$ cat config.mk
export PLATFORM = sky130hd
export DESIGN_NAME = sixpw_top
export DESIGN_NICKNAME = d
export VERILOG_FILES = /design/src/logic/sixpw_pkg.sv /design/src/logic/sixpw_tick_if.sv /design/src/logic/sixpw_top.sv /design/src/logic/sixpw_prescaler.sv
export SDC_FILE = /design/constraint.sdc
export NUM_CORES = 1
export LEC_CHECK = 0
export BUFFER_PORTS_ARGS = -buffer_cell sky130_fd_sc_hd__clkbuf_2
export CAP_MARGIN = 5
export CORE_UTILIZATION = 33
export CTS_BUF_LIST = sky130_fd_sc_hd__clkbuf_4 sky130_fd_sc_hd__clkbuf_8
export CTS_CLUSTER_SIZE = 30
export DETAILED_ROUTE_END_ITERATION = 8
export GPL_TIMING_DRIVEN = 0
export PLACE_DENSITY = 0.58
export SYNTH_ARGS = -nofsm -noshare
export SYNTH_HDL_FRONTEND = slang
export SYNTH_HIERARCHICAL = 1
export SYNTH_SLANG_ARGS = --single-unit
$ cat constraint.sdc
create_clock -name sys_clk -period 16.51 [get_ports sys_clk]
set_clock_uncertainty 0.1 [all_clocks]
set_input_delay 3.302 -clock sys_clk [delete_from_list [all_inputs] [get_ports sys_clk]]
set_output_delay 3.302 -clock sys_clk [all_outputs]
set_load 0.02 [all_outputs]
$ cat src/logic/sixpw_pkg.sv
// Constants, channel state type and a prescaler helper function for the six-channel pulse generator.
package sixpw_pkg;

   // =====================================================================
   // Sizes and clocking
   // =====================================================================
   localparam int          CH_COUNT      = 6;
   localparam int          CNT_W         = 16;
   localparam int          PSC_W         = 3;
   localparam int          MASTER_CLK_HZ = 16_000_000;
   localparam int          PSC_CNT_W     = 7;

   // =====================================================================
   // Common control unlock bits and reset values
   // =====================================================================
   localparam int          UNLOCK_BIT_A  = 0;
   localparam int          UNLOCK_BIT_B  = 4;
   localparam logic [15:0] CNT_RST       = 16'h0000;
   localparam logic [15:0] TOP_RST       = 16'h0000;
   localparam logic [15:0] THR_RST       = 16'h0000;
   localparam logic [2:0]  PSC_RST       = 3'h0;
   localparam logic [6:0]  PSC_CNT_RST   = 7'h00;
   localparam logic [6:0]  PSC_LAST_MAX  = 7'h7f;
   localparam logic [2:0]  PSC_CODE_MAX  = 3'h6;

   // =====================================================================
   // Counting modes
   // =====================================================================
   typedef enum logic [1:0] {
      SIXPW_MODE_UP     = 2'b01,
      SIXPW_MODE_UPDOWN = 2'b10
   } sixpw_mode_type;

   typedef struct packed {
      logic [15:0]    cnt;
      logic           up;
      logic           out;
      logic           pend;
      logic [15:0]    top;
      logic [15:0]    thr;
      logic [2:0]     psc;
      sixpw_mode_type mode;
   } sixpw_ch_type;

   // Last prescaler count for ratio 2^(code+1); codes above 6 stay at 128.
   function automatic logic [6:0] sixpw_psc_last(input logic [2:0] code);
      logic [7:0] ratio;
      ratio = 8'h02 << code;
      if (code >= PSC_CODE_MAX) begin
         return PSC_LAST_MAX;
      end
      return ratio[6:0] - 7'h01;
   endfunction

endpackage

$ cat src/logic/sixpw_tick_if.sv
// Prescaler tick interface between the channel logic and one prescaler.
`timescale 1ns/1ns
interface sixpw_tick_if;
   logic [2:0] code;
   logic       run;
   logic       tick;

   modport prescaler (input code, input run, output tick);
   modport channel   (output code, output run, input tick);
endinterface

$ cat src/logic/sixpw_top.sv
// Six-channel pulse width generator with per-channel prescaler, counter and settings.
`timescale 1ns/1ns
// How it works
// - Six outputs, each with its own counter and settings.
// - Every prescaler divides the one master clock.
// - Prescaler ratio is a power of two from 2 to 128, three-bit code.
// - Up mode counts zero up to one below the limit, wraps to zero, repeats.
// - Up mode output frequency is master clock over prescaler ratio times limit; up/down mode is half that.
// - Output changes level when the counter reaches the threshold.
// - Polarity picks the level below threshold; opposite level above it.
// - Up/down mode counts up to the limit then back down to zero.
// - Per channel: limit, threshold, prescaler, polarity, mode, enable, load.
// - Each channel's settings arrive as its own slice of ports shared by all channels.
module sixpw_top
   import sixpw_pkg::*;
#(
   parameter int CHANNELS = CH_COUNT
)
(
   input  wire logic                          sys_clk,
   input  wire logic                          reset,
   input  wire logic [7:0]                    common_ctrl,
   input  wire logic [CHANNELS-1:0][15:0]     period_limit,
   input  wire logic [CHANNELS-1:0][15:0]     threshold,
   input  wire logic [CHANNELS-1:0][2:0]      presc_code,
   input  wire logic [CHANNELS-1:0]           polarity,
   input  wire logic [CHANNELS-1:0]           updown_mode,
   input  wire logic [CHANNELS-1:0]           enable,
   input  wire logic [CHANNELS-1:0]           load_enable,
   output logic      [CHANNELS-1:0]           pwm_out,
   output logic      [CHANNELS-1:0]           load_pending
);

   typedef struct packed {
      sixpw_ch_type [CHANNELS-1:0] ch;
   } sixpw_state_type;

   sixpw_state_type       st_r;
   sixpw_state_type       st_nxt;
   logic [CHANNELS-1:0]   tick_w;
   logic                  unlocked;

   // Copies one channel's limit, threshold, prescaler and mode from the input ports into its working copy.
   function automatic sixpw_ch_type sixpw_apply(input sixpw_ch_type c,
                                                input logic [15:0] top,
                                                input logic [15:0] thr,
                                                input logic [2:0]  psc,
                                                input logic        ud);
      sixpw_ch_type r;
      r      = c;
      r.top  = top;
      r.thr  = thr;
      r.psc  = psc;
      r.mode = ud ? SIXPW_MODE_UPDOWN : SIXPW_MODE_UP;
      r.pend = 1'b0;
      return r;
   endfunction

   assign unlocked = common_ctrl[UNLOCK_BIT_A] && common_ctrl[UNLOCK_BIT_B];

   // =====================================================================
   // Prescalers
   // =====================================================================
   sixpw_tick_if tk_if[CHANNELS] ();

   for (genvar g = 0; g < CHANNELS; g++) begin : g_psc
      assign tk_if[g].code = st_r.ch[g].psc;
      assign tk_if[g].run  = enable[g];
      assign tick_w[g]     = tk_if[g].tick;
      sixpw_prescaler u_psc (
         .sys_clk (sys_clk),
         .reset   (reset),
         .bus     (tk_if[g])
      );
   end

   // =====================================================================
   // Channel counters and outputs
   // =====================================================================
   always_comb begin
      sixpw_ch_type c;
      logic [16:0]  inc;
      logic [16:0]  lim;
      logic         wrap;
      c      = '0;
      inc    = 17'h0_0000;
      lim    = 17'h0_0000;
      wrap   = 1'b0;
      st_nxt = st_r;
      for (int i = 0; i < CHANNELS; i++) begin
         c    = st_r.ch[i];
         inc  = {1'b0, c.cnt} + 17'h0_0001;
         lim  = {1'b0, c.top};
         wrap = 1'b0;
         if (load_enable[i] && unlocked) begin
            c.pend = 1'b1;
         end
         if (!enable[i]) begin
            c.cnt = CNT_RST;
            c.up  = 1'b1;
            if (c.pend) begin
               c = sixpw_apply(c, period_limit[i], threshold[i], presc_code[i],
                               updown_mode[i]);
            end
         end else if (tick_w[i]) begin
            if (c.mode == SIXPW_MODE_UP) begin
               if (inc >= lim) begin
                  c.cnt = CNT_RST;
                  wrap  = 1'b1;
               end else begin
                  c.cnt = inc[15:0];
               end
            end else if (c.up) begin
               if (inc >= lim) begin
                  c.cnt = c.top;
                  c.up  = 1'b0;
               end else begin
                  c.cnt = inc[15:0];
               end
            end else begin
               if (c.cnt <= 16'h0001) begin
                  c.cnt = CNT_RST;
                  c.up  = 1'b1;
                  wrap  = 1'b1;
               end else begin
                  c.cnt = c.cnt - 16'h0001;
               end
            end
            // Only a registered load applies here; a load on the wrap edge waits a period.
            if (wrap && st_r.ch[i].pend) begin
               c      = sixpw_apply(c, period_limit[i], threshold[i], presc_code[i],
                                    updown_mode[i]);
               c.pend = load_enable[i] && unlocked;
            end
         end
         if (!enable[i]) begin
            c.out = ~polarity[i];
         end else if (c.cnt < c.thr) begin
            c.out = polarity[i];
         end else begin
            c.out = ~polarity[i];
         end
         st_nxt.ch[i] = c;
      end
   end

   always_ff @(posedge sys_clk) begin
      if (reset) begin
         for (int i = 0; i < CHANNELS; i++) begin
            st_r.ch[i] <= '{cnt: CNT_RST, up: 1'b1, out: 1'b0, pend: 1'b0,
                            top: TOP_RST, thr: THR_RST, psc: PSC_RST,
                            mode: SIXPW_MODE_UP};
         end
      end else begin
         st_r <= st_nxt;
      end
   end

   always_comb begin
      for (int i = 0; i < CHANNELS; i++) begin
         pwm_out[i]      = st_r.ch[i].out;
         load_pending[i] = st_r.ch[i].pend;
      end
   end

   for (genvar g = 0; g < CHANNELS; g++) begin : g_chk

   end
endmodule

$ cat src/logic/sixpw_prescaler.sv
// Power-of-two prescaler that makes one tick per ratio of master clock cycles.
`timescale 1ns/1ns
module sixpw_prescaler
   import sixpw_pkg::*;
(
   input wire logic         sys_clk,
   input wire logic         reset,
   sixpw_tick_if.prescaler  bus
);

   typedef struct packed {
      logic [6:0] cnt;
   } sixpw_psc_state_type;

   sixpw_psc_state_type st_r;
   sixpw_psc_state_type st_nxt;
   logic [6:0]          last;

   // =====================================================================
   // Divider
   // =====================================================================
   always_comb begin
      st_nxt = st_r;
      last   = sixpw_psc_last(bus.code);
      if (!bus.run) begin
         st_nxt.cnt = PSC_CNT_RST;
      end else if (st_r.cnt >= last) begin
         st_nxt.cnt = PSC_CNT_RST;
      end else begin
         st_nxt.cnt = st_r.cnt + 7'h01;
      end
   end

   always_ff @(posedge sys_clk) begin
      if (reset) begin
         st_r <= '{cnt: PSC_CNT_RST};
      end else begin
         st_r <= st_nxt;
      end
   end

   assign bus.tick = bus.run && (st_r.cnt >= last);
endmodule

# [Word level (Yosys, flattened, before mapping)]
# Cells that the tools add are included.
[totals] ff_bits=378 inputBits=244 elab_cells=325
[classes] addsub=24 order_cmp=30 eq_ne=18 shift=6 n_mux=144 bitwise=12 n_reduce_logical=37
[ops] op="2-to-1 mux 56 bit" n=12
[ops] op="2-to-1 mux 16 bit" n=24
[ops] op="2-to-1 mux 38 bit" n=6
[ops] op="2-to-1 mux 37 bit" n=6
[ops] op="adder 16 x 1 -> 17 bit, second input constant" n=6
[ops] op=">= comparator 17 x 16 -> 1 bit" n=6
[ops] op="2-to-1 mux 17 bit" n=6
[ops] op="less-or-equal comparator 16 x 1 -> 1 bit, second input constant" n=6
[ops] op="less-than comparator 16 bit" n=6
[ops] op="subtractor 16 x 1 -> 16 bit, second input constant" n=6
[ops] op="2-to-1 mux 7 bit" n=12
[ops] op="2-to-1 mux 1 bit" n=72
[ops] op="adder 7 x 1 -> 7 bit, second input constant" n=6
[ops] op=">= comparator 7 bit" n=6
[ops] op="<< shifter 2 x 3 -> 7 bit, first input constant" n=6
[ops] op="subtractor 7 x 1 -> 7 bit, second input constant" n=6
[ops] op="!= test 2 x 1 -> 1 bit, second input constant" n=12
[ops] op="logical AND 1 bit" n=19
[ops] op=">= comparator 3 bit, second input constant" n=6
[ops] op="AND reduction 3 bit" n=6
[ops] op="OR reduction 3 bit" n=6
[ops] op="== test 2 x 1 -> 1 bit, second input constant" n=6
[ops] op="2-to-1 mux 2 bit" n=6
[ops] op="NOT 1 bit" n=12
[ops] op="nonzero test 2 bit" n=6

# [Longest topological paths before layout]
# Gate-level depths: netlist (run 1).
[logic_depth] ltp_word=14 depth_mapped=30

# [By module]
# Netlist (run 1), hierarchy kept.
[modules_own_cells] mod="sixpw_top" instances=1 cells_each=2974 area_per_inst_um2=23565.1 seq_area_each_um2=6726.5
[modules_own_cells] mod="sixpw_prescaler" instances=6 cells_each=49 area_per_inst_um2=437.9 seq_area_each_um2=140.1

# [Worst setup path before layout (run 1)]
# Ideal clock, no wire load.
[synth_path] path_kind="input port to flip-flop" from="in common_ctrl[0]" to="reg st_r (netlist bit pwm_out[0])" setup_time_ns=0.101 arrival_time_ns=6.709 path_slack_ns=9.600 path_stages=17 cell_sequence="and2_1 -> clkbuf_1 -> a21oi_1 -> nor2_1 -> a21oi_2 -> buf_2 -> mux2i_1 -> ha_1 -> a21o_1 -> a21o_1 -> a21o_1 -> a21o_1 -> a21oi_1 -> o21ai_0 -> or3b_2 -> o31a_1 -> o41ai_1"
[synth_between] elab_chain_len=8
[synth_lines] element="start: declaration" line_no="sixpw_top.sv:22" source="input wire logic [7:0] common_ctrl,"
[synth_lines] element="logical AND 1 bit" line_no="sixpw_top.sv:59" source="assign unlocked = common_ctrl[UNLOCK_BIT_A] && common_ctrl[UNLOCK_BIT_B];"
[synth_lines] element="logical AND 1 bit" line_no="sixpw_top.sv:95" source="if (load_enable[i] && unlocked) begin"
[synth_lines] element="2-to-1 mux 1 bit" line_no="sixpw_top.sv:95"
[synth_lines] element="2-to-1 mux 37 bit" line_no="sixpw_top.sv:101" source="if (c.pend) begin"
[synth_lines] element="2-to-1 mux 56 bit" line_no="sixpw_top.sv:98" source="if (!enable[i]) begin"
[synth_lines] element="less-than comparator 16 bit" line_no="sixpw_top.sv:138" source="end else if (c.cnt < c.thr) begin"
[synth_lines] element="2-to-1 mux 1 bit" line_no="sixpw_top.sv:138"
[synth_lines] element="2-to-1 mux 1 bit" line_no="sixpw_top.sv:136" source="if (!enable[i]) begin"
[synth_lines] element="end signal: assignment" line_no="sixpw_top.sv:155" source="st_r <= st_nxt;"
[synth_lines] element="end: declaration" line_no="sixpw_top.sv:38" source="sixpw_state_type st_r;"
# Every way passes these cells. The select of a mux whose other input is x is not followed.
# A chain may end at the register's enable or synchronous reset.

# [Worst setup path after layout (run 1)]
# Ends and elaborated chain as after synthesis.

==> metrics.md, run 1 <==
| Metric | Value |
|---|---|
| Syn Nets | `3758` |
| Mapped Cells | `3268` |
| Design Area, Final | `0.0304 mm²` |
| Final Hold Vio Count | `0` |
| Status | `finished clean` |
| Yosys warnings | `6` |
| Ys async rst share | `0%` |
| Pleak | `0.0134 µW` |
| Mapped cell area | `0.0262 mm²` |
| Crit path time final | `7.58 ns` |
| CP required | `16.95 ns` |
| Post-layout net count | `4087` |
| Layout cell share with drive strength beyond 1 | `13.6%` |
| Worst skew pair latency | `0.69 ns` |
| Tcrit/Tclk final | `45.9%` |
| Max Clock Freq | `0.132 GHz` |
| CTS tree | `done` |
| HPWL after detailed placement | `66800 µm` |
| Fin Setup TNS | `0 ns` |
| R2R depth | `22` |
| Worst-Margin Slew | `1.23 ns` |
| Final Power | `2550 µW` |
| Die Span X | `284 µm` |
| Clock transition at path regs | `0.05 ns` |
| Antenna violations before repair | `14` |
| Slew headroom | `17.9%` |
| Unrepaired setup endpoints after global routing | `no` |
| CTS root buf | `clkbuf_8` |
| Placer Congestion | `0.933` |
| Max-slew violation count | `0` |
| WP data arrival | `8.02 ns` |
| Post-synthesis register bit count | `378` |
| Post-CTS sizing | `0` |
| Top_reg_cell synth | `dfxtp_1` |
| Vias in the first global route | `23449` |
| I/O Buffers | `249` |
| Die H | `284 µm` |
| CTS Hold Buffers Added | `0` |
| Yosys cell types | `97` |
| Cell Pwr Density | `83.8 mW/mm²` |
| Crit start category | `input pin` |
| Reg2reg setup slack | `9.13 ns` |
| Initial core utilization | `33.6%` |
| Total track usage | `21.0%` |
| VDD IR-drop max | `0.0547 mV` |
| 1st-iter DRT viols | `1797` |
| Grt total ovfl | `0` |
| Hold slack final | `0.358 ns` |
| Post-route ant nets | `0` |
| Critical path type | `input pin to flop` |
| Top Ports | `256` |
| Sink Count | `378` |
| CTS buffer count | `77` |
| Critical path endpoint category | `flop` |
| Wire length per cell | `18.4 µm` |
| DRC violations left | `0` |
| DRT Pass-1 Iters | `6` |
| Clock Path Buffers | `3` |
| Postcts setup bufs | `0` |
| Synth Area per Inst | `8.01 µm²` |
| Via count | `24747` |
| Core area | `0.0780 mm²` |
| Hold-critical path depth | `2` |
| Sequential fraction of the synthesis area | `28.9%` |
| # Max-Cap Violations | `0` |
| Min-delay src | `st_r[134]$_SDFFE_PP0P_` |
| Worst min path class | `flop to flop` |
| Vias per cell | `5.26` |
| Placed cell count | `4558` |
| Die Area | `0.0805 mm²` |
| R2R Path End | `pwm_out[5]$_SDFF_PP0_` |
| Final Non-Filler Cells | `4703` |
| Largest net degree at the start of global routing | `15` |
| Setup violators final | `0` |
| FP Rows | `102` |
| H-tree lvl count | `3` |
| Number of synthesized flops with an enable pin | `0` |
| Detailed-route wire length | `86400 µm` |
| Critical-path maximum fanout | `10` |
| Area growth syn-to-layout | `16.2%` |
| R2r startpoint | `st_r[320]$_SDFF_PP0_` |
| First-pass GRT wire length | `134000 µm` |
| Worst Hold Endpoint | `st_r[134]$_SDFFE_PP0P_` |
| Dpl cell area | `0.0288 mm²` |
Yosys cell counts, drive strengths merged, types with 14 or more instances:
cell	count	share of area [%]
ha	246	12
a21o	39	1.1
a21oi	196	3.8
inv	165	2.4
o32ai	14	0.47
buf	60	1.4
nand2b	47	1.1
nor4	28	1.1
nand2	239	3.5
dfxtp	378	29
or3	29	0.73
and2	46	1.1
mux2i	162	6.3
a211oi	47	1.4
a221oi	15	0.53
a22oi	60	1.7
nor3	88	1.7
o211ai	22	0.63
o22ai	18	0.43
o21a	14	0.40
clkbuf	157	2.3
xnor2	85	2.8
nor2	419	6.0
o21ai	119	2.3
nor2b	68	1.6
nand3	112	2.1
and3	39	0.93
xor2	91	3.0
a22o	21	0.70
nand4	43	1.0
placed cells by master, fill, tap and decap left out, types with 39 or more instances in the layout:
cell type    n
a21o_1      39
mux2i_1    153
and2_1      43
o21ai_0    115
clkbuf_2   251
nor3_1      87
xor2_1      91
nand4_1     43
clkbuf_1   155
nand3_1    112
a211oi_1    46
inv_1      165
xnor2_1     85
clkbuf_8    91
a22oi_1     60
ha_1       246
a21oi_1    194
nand2_1    238
and3_1      39
nand2b_1    47
nor2_1     418
dfxtp_1    378
nor2b_1     68
layer usage:
metal / part of all wire, % / GRT usage (%) / wire length (µm)
met3: 5.9 / 3.93 / 5070
met5: 0.11 / 0 / 99
met2: 44 / 33.1 / 38200
met4: 3.2 / 7.54 / 2730
met1: 47 / 28.5 / 40200
state kept, by name, summed over array words and instances (netlist names):
| register | flops |
|---|---|
| st_r | 306 |
| load_pending | 6 |
| tk_if.code | 18 |
| pwm_out | 6 |
| g_psc.u_psc/st_r | 42 |
worst max path at each step:
stage | slack (ns) | startpoint | cells past startpoint | endpoint
after global routing | 8.61 | st_r[320]$_SDFF_PP0_ | 25 | pwm_out[5]$_SDFF_PP0_
after detailed placement | 8.19 | common_ctrl[0] | 19 | pwm_out[0]$_SDFF_PP0_
after global placement | 8.06 | common_ctrl[0] | 18 | pwm_out[0]$_SDFF_PP0_
after CTS | 8.93 | common_ctrl[0] | 19 | pwm_out[0]$_SDFF_PP0_
final | 8.93 | common_ctrl[0] | 19 | pwm_out[0]$_SDFF_PP0_
after floorplan | 9.60 | common_ctrl[0] | 17 | pwm_out[0]$_SDFF_PP0_
worst max-delay path, cell delays in order:
cell and delay (ns):
clkbuf_2 0.08, and2_1 0.27, clkbuf_1 0.41, buf_8 0.28, a21oi_1 0.23, nor2_1 0.10, a21oi_2 0.51, buf_2 0.44
mux2i_1 0.32, ha_1 0.29, a21o_1 0.16, a21o_1 0.16, a21o_1 0.17, a21o_1 0.17, a21oi_1 0.14, o21ai_0 0.16
or3b_2 0.49, o31a_1 0.24, o41ai_1 0.07
final cells by class:
type | instances | area [µm²]
Sequential cell | 378 | 7570
Fill cell | 8171 | 47500
Buffer | 217 | 960
Clock inverter | 26 | 253
Timing Repair Buffer | 250 | 1260
Antenna cell | 6 | 15.0
Inverter | 166 | 623
Tap cell | 1040 | 1300
Clock buffer | 113 | 1420
Multi-Input combinational cell | 2507 | 17000
through the flow:
stage                     util (%)  setup slack, ns
after floorplan                  -             9.60
after global placement        36.9             8.06
after detailed placement      36.9             8.19
after CTS                     39.0             8.93
after global routing          39.0             8.61
final                         39.0             8.93
logic make-up after synthesis:
group           after synthesis  share of synthesized area, %
simple gates               1213                          22.6
compound gates              707                          18.3
buf+inv                     383                          6.04
flops                       378                          28.9
fa+ha+maj                   246                          11.8
xor+xnor                    176                          5.89
mux                         165                          6.45
power by group:
part / leakage [µW] / switching [µW] / internal, µW
Combinational: 0.00943 / 338 / 191
Sequential: 0.00306 / 18.8 / 938
Clock: 0.000903 / 461 / 606
Total: 0.0134 / 817 / 1740
(Power assumes the default switching activity.)
==> run 2: changes to the inputs <==
--- a/config.mk
+++ b/config.mk
@@ -5,6 +5,7 @@
 export SDC_FILE = /design/constraint.sdc
 export NUM_CORES = 1
 export LEC_CHECK = 0
+export ABC_AREA = 1
 export BUFFER_PORTS_ARGS = -buffer_cell sky130_fd_sc_hd__clkbuf_2
 export CAP_MARGIN = 5
 export CORE_UTILIZATION = 33
@@ -12,7 +13,7 @@
 export CTS_CLUSTER_SIZE = 30
 export DETAILED_ROUTE_END_ITERATION = 8
 export GPL_TIMING_DRIVEN = 0
-export PLACE_DENSITY = 0.58
+export PLACE_DENSITY = 0.59
 export SYNTH_ARGS = -nofsm -noshare
 export SYNTH_HDL_FRONTEND = slang
 export SYNTH_HIERARCHICAL = 1
==> constraint.sdc (replaced) <==
create_clock -name sys_clk -period 6.2 [get_ports sys_clk]
set_clock_uncertainty 0.1 [all_clocks]
set_input_delay 1.24 -clock sys_clk [delete_from_list [all_inputs] [get_ports sys_clk]]
set_output_delay 1.24 -clock sys_clk [all_outputs]
set_load 0.02 [all_outputs]
==> run 2 against run 1 <==
Global-route usage is 0.16 points lower. Setup slack worse by 8.4 ns. Wire length rose by 5.3%. Clock-buffer cell count increased by 3. Combinational power is 95% higher. Synthesized area is 6.1% higher. Sequential power rose to 2.7 times the previous value. Non-clock buffer count fell by 52. Via count is 15% higher. Hold slack better by 0.0050 ns. Core utilization shrank 0.54 points. Largest cell class unchanged. Register-to-register slack worse by 8.6 ns. Critical endpoint is now pwm_out[2]$_SDFF_PP0_.
==> metrics.md, run 2 <==
| Metric | Value |
|---|---|
| Status | `finished clean` |
| # Max-Cap Violations | `0 (unchanged)` |
| Area growth syn-to-layout | `15.6%` |
| Die Area | `0.0854 mm² (+6.0%)` |
| Final Non-Filler Cells | `5797 (+23%)` |
| CTS buffer count | `76 (-1.3%)` |
| CTS root buf | `clkbuf_8` |
| Worst-Margin Slew | `1.13 ns (-0.107 ns)` |
| Postcts setup bufs | `0 (unchanged)` |
| Slew headroom | `25.0% (+7.1 points)` |
| H-tree lvl count | `3 (unchanged)` |
| Crit-path most repeated cell | `nand2_1` |
| Main combinational cell family by area after synthesis | `simple AND/OR/NAND/NOR gates` |
| Top cells by count, synth | `nand2_1 (1088), inv_1 (552), nor2_1 (551)` |
| CTS Hold Buffers Added | `0 (unchanged)` |
| Largest net degree at the start of global routing | `13 (-2)` |
| DRT Pass-1 Iters | `5 (-1)` |
| Top-area cell type share of the netlist area | `27.2% (-1.7 points)` |
| Commonest non-fill, non-tap cells in the layout | `nand2_1 (1088), inv_1 (551), nor2_1 (550)` |
| Largest cells by area after synthesis | `dfxtp_1 (27%), nand2_1 (15%), ha_1 (11%)` |
| VDD IR-drop max | `0.112 mV (+100%)` |
| Detailed-route wire length | `90900 µm (+5.3%)` |
| Reg2reg setup slack | `0.57 ns (-8.56 ns)` |
| Placer Congestion | `0.912 (-2.2%)` |
| Wire length per cell | `15.7 µm (-15%)` |
| Max reg flops | `306 (unchanged)` |
| Top Ports | `256 (unchanged)` |
| Tcrit/Tclk final | `90.9%` |
| Clock Path Buffers | `3 (unchanged)` |
| Clock transition at path regs | `0.06 ns (about the same)` |
| Worst min path class | `flop to flop` |
| Max Clock Freq | `0.178 GHz` |
| Fillers | `9043 (+11%)` |
| Via count | `28517 (+15%)` |
| Core Util, Final | `38.5% (-0.54 points)` |
| Mapped Cells | `4325 (+32%)` |
| Cell Pwr Density | `200 mW/mm² (+140%)` |
| Critical-path maximum fanout | `10 (unchanged)` |
| Mapped cell area | `0.0278 mm² (+6.1%)` |
| Top_reg_cell synth | `dfxtp_1` |
| Grt total ovfl | `0 (unchanged)` |
| Crit start category | `flop` |
| Setup violators final | `0 (unchanged)` |
| Synth Area per Inst | `6.42 µm² (-20%)` |
| Most common cell after layout, fill and taps aside | `nand2_1` |
| Sequential fraction of the synthesis area | `27.2% (-1.7 points)` |
| First-pass GRT wire length | `142000 µm (+5.9%)` |
| Ys async rst share | `0% (unchanged)` |
| Yosys warnings | `6 (unchanged)` |
| 1st-iter DRT viols | `1518 (-16%)` |
| Mux share of post-synthesis cell area | `0% (-6.4 points)` |
| Pleak | `0.0147 µW (+9.5%)` |
| Sink Count | `378 (unchanged)` |
| Largest Register | `st_r` |
| Max stage delay cell, worst path | `dfxtp_1` |
| Die Span X | `292 µm (+3.0%)` |
| WP data arrival | `6.07 ns (-1.95 ns)` |
| Xor/xnor share of the synthesized area | `3.59% (-2.3 points)` |
| Design Area, Final | `0.0321 mm² (+5.5%)` |
| Top-count cell post-synth | `nand2_1` |
| Post-Synth Simple-Gate Area | `29.1% (+6.5 points)` |
| Core area | `0.0834 mm² (+7.0%)` |
| Die H | `292 µm (+3.0%)` |
| Initial core utilization | `33.3% (-0.28 points)` |
| Cell taking the most area after synthesis | `dfxtp_1` |
| Hold slack final | `0.363 ns (+0.00503 ns)` |
| Compound-Gate Fraction of Synth Area | `18.7% (+0.38 points)` |
| Dpl cell area | `0.0304 mm² (+5.7%)` |
| FP Rows | `106 (+3.9%)` |
| Largest stage delay on the critical path | `0.45 ns (-0.06 ns)` |
| Antenna violations before repair | `13 (-1)` |
| HPWL after detailed placement | `72000 µm (+7.7%)` |
| Post-synthesis register bit count | `378 (unchanged)` |
| Critical path type | `flop to flop` |
| Total track usage | `20.9% (-0.16 points)` |
| Syn Nets | `4815 (+28%)` |
| Max-slew violation count | `0 (unchanged)` |
| Layout cell share with drive strength beyond 1 | `11.4% (-2.3 points)` |
| DRC violations left | `0 (unchanged)` |
| Number of synthesized flops with an enable pin | `0 (unchanged)` |
| Synth Area in Adders | `11.1% (-0.67 points)` |
| I/O Buffers | `249 (unchanged)` |
| Post-route ant nets | `0 (unchanged)` |
| Critical path endpoint category | `flop` |
| Vias in the first global route | `26665 (+14%)` |
| Crit path time final | `5.63 ns` |
| Placed cell count | `5655 (+24%)` |
| Post-layout net count | `5143 (+26%)` |
| Vias per cell | `4.92 (-6.5%)` |
| CTS tree | `done` |
| Final Hold Vio Count | `0 (unchanged)` |
| CP required | `6.63 ns (-10.32 ns)` |
| Yosys cell types | `56 (-42%)` |
| Worst skew pair latency | `0.69 ns (about the same)` |
## run 2: cell types whose count changed in the layout (fill, tap and decap cells not counted), moves of 86 or more
cell | previous run | this run
a21oi_1 | 194 | 373
inv_1 | 165 | 551
mux2i_1 | 153 | 0
nand2_1 | 238 | 1088
nor2_1 | 418 | 550
o21ai_0 | 115 | 262
o22ai_1 | 18 | 104
## run 2: final cells by class
type / count / area, µm² / share of cell area (%)
multi-input cells: 3216 / 17400 / 54.1
flip-flops and latches: 378 / 7570 / 23.6
inverters: 566 / 2120 / 6.61
clock buffers: 116 / 1470 / 4.56
well taps: 1080 / 1350 / 4.21
repair buffers: 250 / 1260 / 3.93
plain buffers: 165 / 726 / 2.26
clock inverters: 19 / 219 / 0.682
diodes: 7 / 17.5 / 0.0545
## run 2: cells by family after synthesis
kind of cell / Yosys count
adders and majority gates: 246
buffers and inverters: 731
AOI/OAI and AO/OA: 906
and+or+nand+nor: 1950
DFF: 378
xor gates and xnor gates: 114
## run 2: power by group
part	leakage (µW)	switching, µW	internal, µW
registers	0.00306	46.9	2500
logic	0.0107	704	322
clock network	0.000899	1210	1650
## run 2: worst max-delay path, delay by kind of cell (launching register included)
family | cells | cell delay, ns
AND/OR/NAND/NOR | 21 | 2.41
AO/OA/AOI/OAI | 5 | 1.01
buffers and inverters | 4 | 0.70
adder cells (fa/ha/maj) | 2 | 0.65
flip-flops | 1 | 0.45
XOR/XNOR | 1 | 0.20
## run 2: path summary, 6_finish.rpt
check                           depth (start not counted)                endpoint                    from
worst max-delay path                                   33   pwm_out[2]$_SDFF_PP0_    st_r[152]$_SDFF_PP0_
worst min-delay path                                    2  st_r[312]$_SDFFE_PP0P_  st_r[312]$_SDFFE_PP0P_
worst max register to register                         33   pwm_out[2]$_SDFF_PP0_    st_r[152]$_SDFF_PP0_
worst min register to register                          2  st_r[312]$_SDFFE_PP0P_  st_r[312]$_SDFFE_PP0P_
## run 2: routing by layer
| layer | part of all wire [%] | GRT usage [%] | vias up |
|---|---|---|---|
| li1 | - | - | 14791 |
| met1 | 45 | 26.7 | 12971 |
| met2 | 47 | 35.4 | 593 |
| met3 | 4.9 | 3.33 | 152 |
| met4 | 2.7 | 7.12 | 10 |
| met5 | 0.063 | 0 | - |
## run 2: stage by stage
step | power (µW) | setup WS (ns) | TNS [ns]
2_1_floorplan | 3250 | 1.33 | 0
3_3_place_gp | 3610 | 0.0687 | 0
3_5_place_dp | 3620 | 0.0787 | 0
4_1_cts | 6530 | 0.0661 | 0
5_1_grt | 6780 | -0.0119 | -0.0119
6_report | 6440 | 0.567 | 0
## run 2: repair_timing
| item | 4_1_cts | 5_1_grt |
|---|---|---|
| endpoints found under the setup margin | 0 | 3 |
| resized for setup | 0 | 11 |
| hold endpoints to repair | 0 | 0 |
==> run 3: changes to the inputs <==
--- a/config.mk
+++ b/config.mk
@@ -12,8 +12,7 @@
 export CTS_BUF_LIST = sky130_fd_sc_hd__clkbuf_4 sky130_fd_sc_hd__clkbuf_8
 export CTS_CLUSTER_SIZE = 30
 export DETAILED_ROUTE_END_ITERATION = 8
-export GPL_TIMING_DRIVEN = 0
-export PLACE_DENSITY = 0.59
+export PLACE_DENSITY = 0.63
 export SYNTH_ARGS = -nofsm -noshare
 export SYNTH_HDL_FRONTEND = slang
 export SYNTH_HIERARCHICAL = 1
==> run 3 against run 2 <==
Critical path depth is 1 higher. Cell count decreased by 2.1%. Combinational power decreased by 5%.
==> metrics.md, run 3 (synthesis results as in run 2) <==
| Metric | Value |
|---|---|
| Slew headroom | `41.5% (+17 points)` |
| Post-layout net count | `5019 (-2.4%)` |
| Via count | `27747 (-2.7%)` |
| DRC violations left | `0 (unchanged)` |
| Largest net degree at the start of global routing | `160 (+147)` |
| Final worst slack | `0.788 ns (+0.221 ns)` |
| Core area | `0.0834 mm² (unchanged)` |
| Most common cell after layout, fill and taps aside | `nand2_1` |
| Grt total ovfl | `0 (unchanged)` |
| Cell Int Power | `4410 µW (-1.4%)` |
| Sw Share | `30.2% (-0.28 points)` |
| I/O Buffers | `249 (unchanged)` |
| Fillers | `8991 (-0.58%)` |
| VDD IR-drop max | `0.143 mV (+28%)` |
| Max-slew violation count | `0 (unchanged)` |
| Sequential fraction of design power | `40.3% (+0.7 points)` |
| Antenna violations before repair | `14 (+1)` |
| Area growth syn-to-layout | `13.9%` |
| CTS root buf | `clkbuf_8` |
| Fin Setup TNS | `0 ns (unchanged)` |
| Clock transition at path regs | `0.06 ns (about the same)` |
| Dpl cell area | `0.0300 mm² (-1.4%)` |
| Placer Congestion | `0.904 (-0.90%)` |
| DRT Pass-1 Iters | `6 (+1)` |
| Postcts setup bufs | `0 (unchanged)` |
| CTS tree | `done` |
| WP data arrival | `5.88 ns (-0.19 ns)` |
| Logic pwr share | `15.4% (-0.6 points)` |
| Vias in the first global route | `26513 (-0.57%)` |
| Placed cell count | `5529 (-2.2%)` |
| Setup violators final | `0 (unchanged)` |
| Final Non-Filler Cells | `5674 (-2.1%)` |
| Crit path time final | `5.41 ns (-0.221 ns)` |
| Tcrit/Tclk final | `87.3% (-3.6 points)` |
| CP required | `6.67 ns (+0.04 ns)` |
| Pleak | `0.0144 µW (-1.6%)` |
| Die H | `292 µm (unchanged)` |
| Largest stage delay on the critical path | `0.47 ns (+0.02 ns)` |
| Post-route ant nets | `0 (unchanged)` |
| H-tree lvl count | `3 (unchanged)` |
| Die Area | `0.0854 mm² (unchanged)` |
| Post-CTS sizing | `0 (unchanged)` |
| Crit-path most repeated cell | `nand2_1` |
| Sink Count | `378 (unchanged)` |
| FP Rows | `106 (unchanged)` |
| Crit start category | `flop` |
| HPWL after detailed placement | `62700 µm (-13%)` |
| Die Span X | `292 µm (unchanged)` |
| # Max-Cap Violations | `0 (unchanged)` |
| First-pass GRT wire length | `134000 µm (-5.5%)` |
| Worst min path class | `flop to flop` |
| Unrepaired setup endpoints after global routing | `no` |
| Critical path type | `flop to flop` |
| Largest Register | `st_r` |
| Total track usage | `19.2% (-1.7 points)` |
| Final Hold Vio Count | `0 (unchanged)` |
| Layout cell share with drive strength beyond 1 | `11.2% (-0.17 points)` |
| Hold slack final | `0.365 ns (+0.00187 ns)` |
| CTS Hold Buffers Added | `0 (unchanged)` |
| Status | `finished clean` |
| Vias per cell | `4.89 (-0.59%)` |
| Critical-path maximum fanout | `10 (unchanged)` |
| Design Area, Final | `0.0316 mm² (-1.5%)` |
| Max Clock Freq | `0.185 GHz (+4.1%)` |
| Commonest non-fill, non-tap cells in the layout | `nand2_1 (1088), inv_1 (552), nor2_1 (551)` |
| Clk pwr share | `44.3% (-0.2 points)` |
| Max stage delay cell, worst path | `a2111oi_0` |
| Detailed-route wire length | `82800 µm (-8.9%)` |
| CTS buffer count | `78 (+2.6%)` |
| 1st-iter DRT viols | `1385 (-8.8%)` |
| Worst skew pair latency | `0.70 ns (about the same)` |
| Pre-CTS WS | `0.816 ns (+0.737 ns)` |
| Wire length per cell | `14.6 µm (-6.9%)` |
| Worst-Margin Slew | `0.878 ns (-0.248 ns)` |
| Clock Path Buffers | `3 (unchanged)` |
| Initial core utilization | `33.3% (unchanged)` |
| Top Ports | `256 (unchanged)` |
| Critical path endpoint category | `flop` |
| Cell Pwr Density | `200 mW/mm² (-0.26%)` |
| Max reg flops | `306 (unchanged)` |
| Psw | `1910 µW (-2.7%)` |
run 3: metal layers:
metal	track usage, %	up-vias	wire length [µm]
li1	-	14542	-
met1	24.1	12486	37800
met2	32.5	557	38600
met3	3.06	152	3850
met4	7.77	10	2500
met5	0	-	49
run 3: worst max-delay path: cells and delay by family, from the launching register on:
kind | cells | cell delay, ns
simple gates | 24 | 2.66
compound gates | 5 | 1.14
xor+xnor | 1 | 0.19
fa+ha+maj | 2 | 0.65
flops | 1 | 0.38
buf+inv | 2 | 0.17
run 3: power groups by stage:
stage          Combinational, µW  Clock, µW  Sequential, µW
2_1_floorplan                663          0            2580
3_3_place_gp                 962          0            2600
3_5_place_dp                 973          0            2600
4_1_cts                      977       2920            2550
5_1_grt                     1100       3020            2550
6_report                     976       2800            2550
run 3: layout make-up:
cell class | instances | area, µm² | share of cell area (%)
clock buffers | 124 | 1520 | 4.80
multi-input cells | 3216 | 17400 | 54.9
inverters | 566 | 2120 | 6.72
well taps | 1080 | 1350 | 4.27
repair buffers | 289 | 1570 | 4.96
flip-flops and latches | 378 | 7570 | 23.9
clock inverters | 13 | 118 | 0.372
diodes | 8 | 20.0 | 0.0633
run 3: final timing paths:
| kind | to | cells past startpoint | slack, ns | start |
|---|---|---|---|---|
| worst max-delay path | pwm_out[0]$_SDFF_PP0_ | 34 | 0.79 | st_r[41]$_SDFF_PP0_ |
| worst min-delay path | st_r[201]$_SDFFE_PP0P_ | 2 | 0.37 | st_r[201]$_SDFFE_PP0P_ |
| worst max register to register | pwm_out[0]$_SDFF_PP0_ | 34 | 0.79 | st_r[41]$_SDFF_PP0_ |
| worst min register to register | st_r[201]$_SDFFE_PP0P_ | 2 | 0.37 | st_r[201]$_SDFFE_PP0P_ |
run 3: through the flow:
stage | total power [µW] | util, %
final | 6320 | 37.9
after global routing | 6680 | 37.9
after CTS | 6440 | 37.9
after detailed placement | 3570 | 35.9
after global placement | 3560 | 35.9
after floorplan | 3250 | -
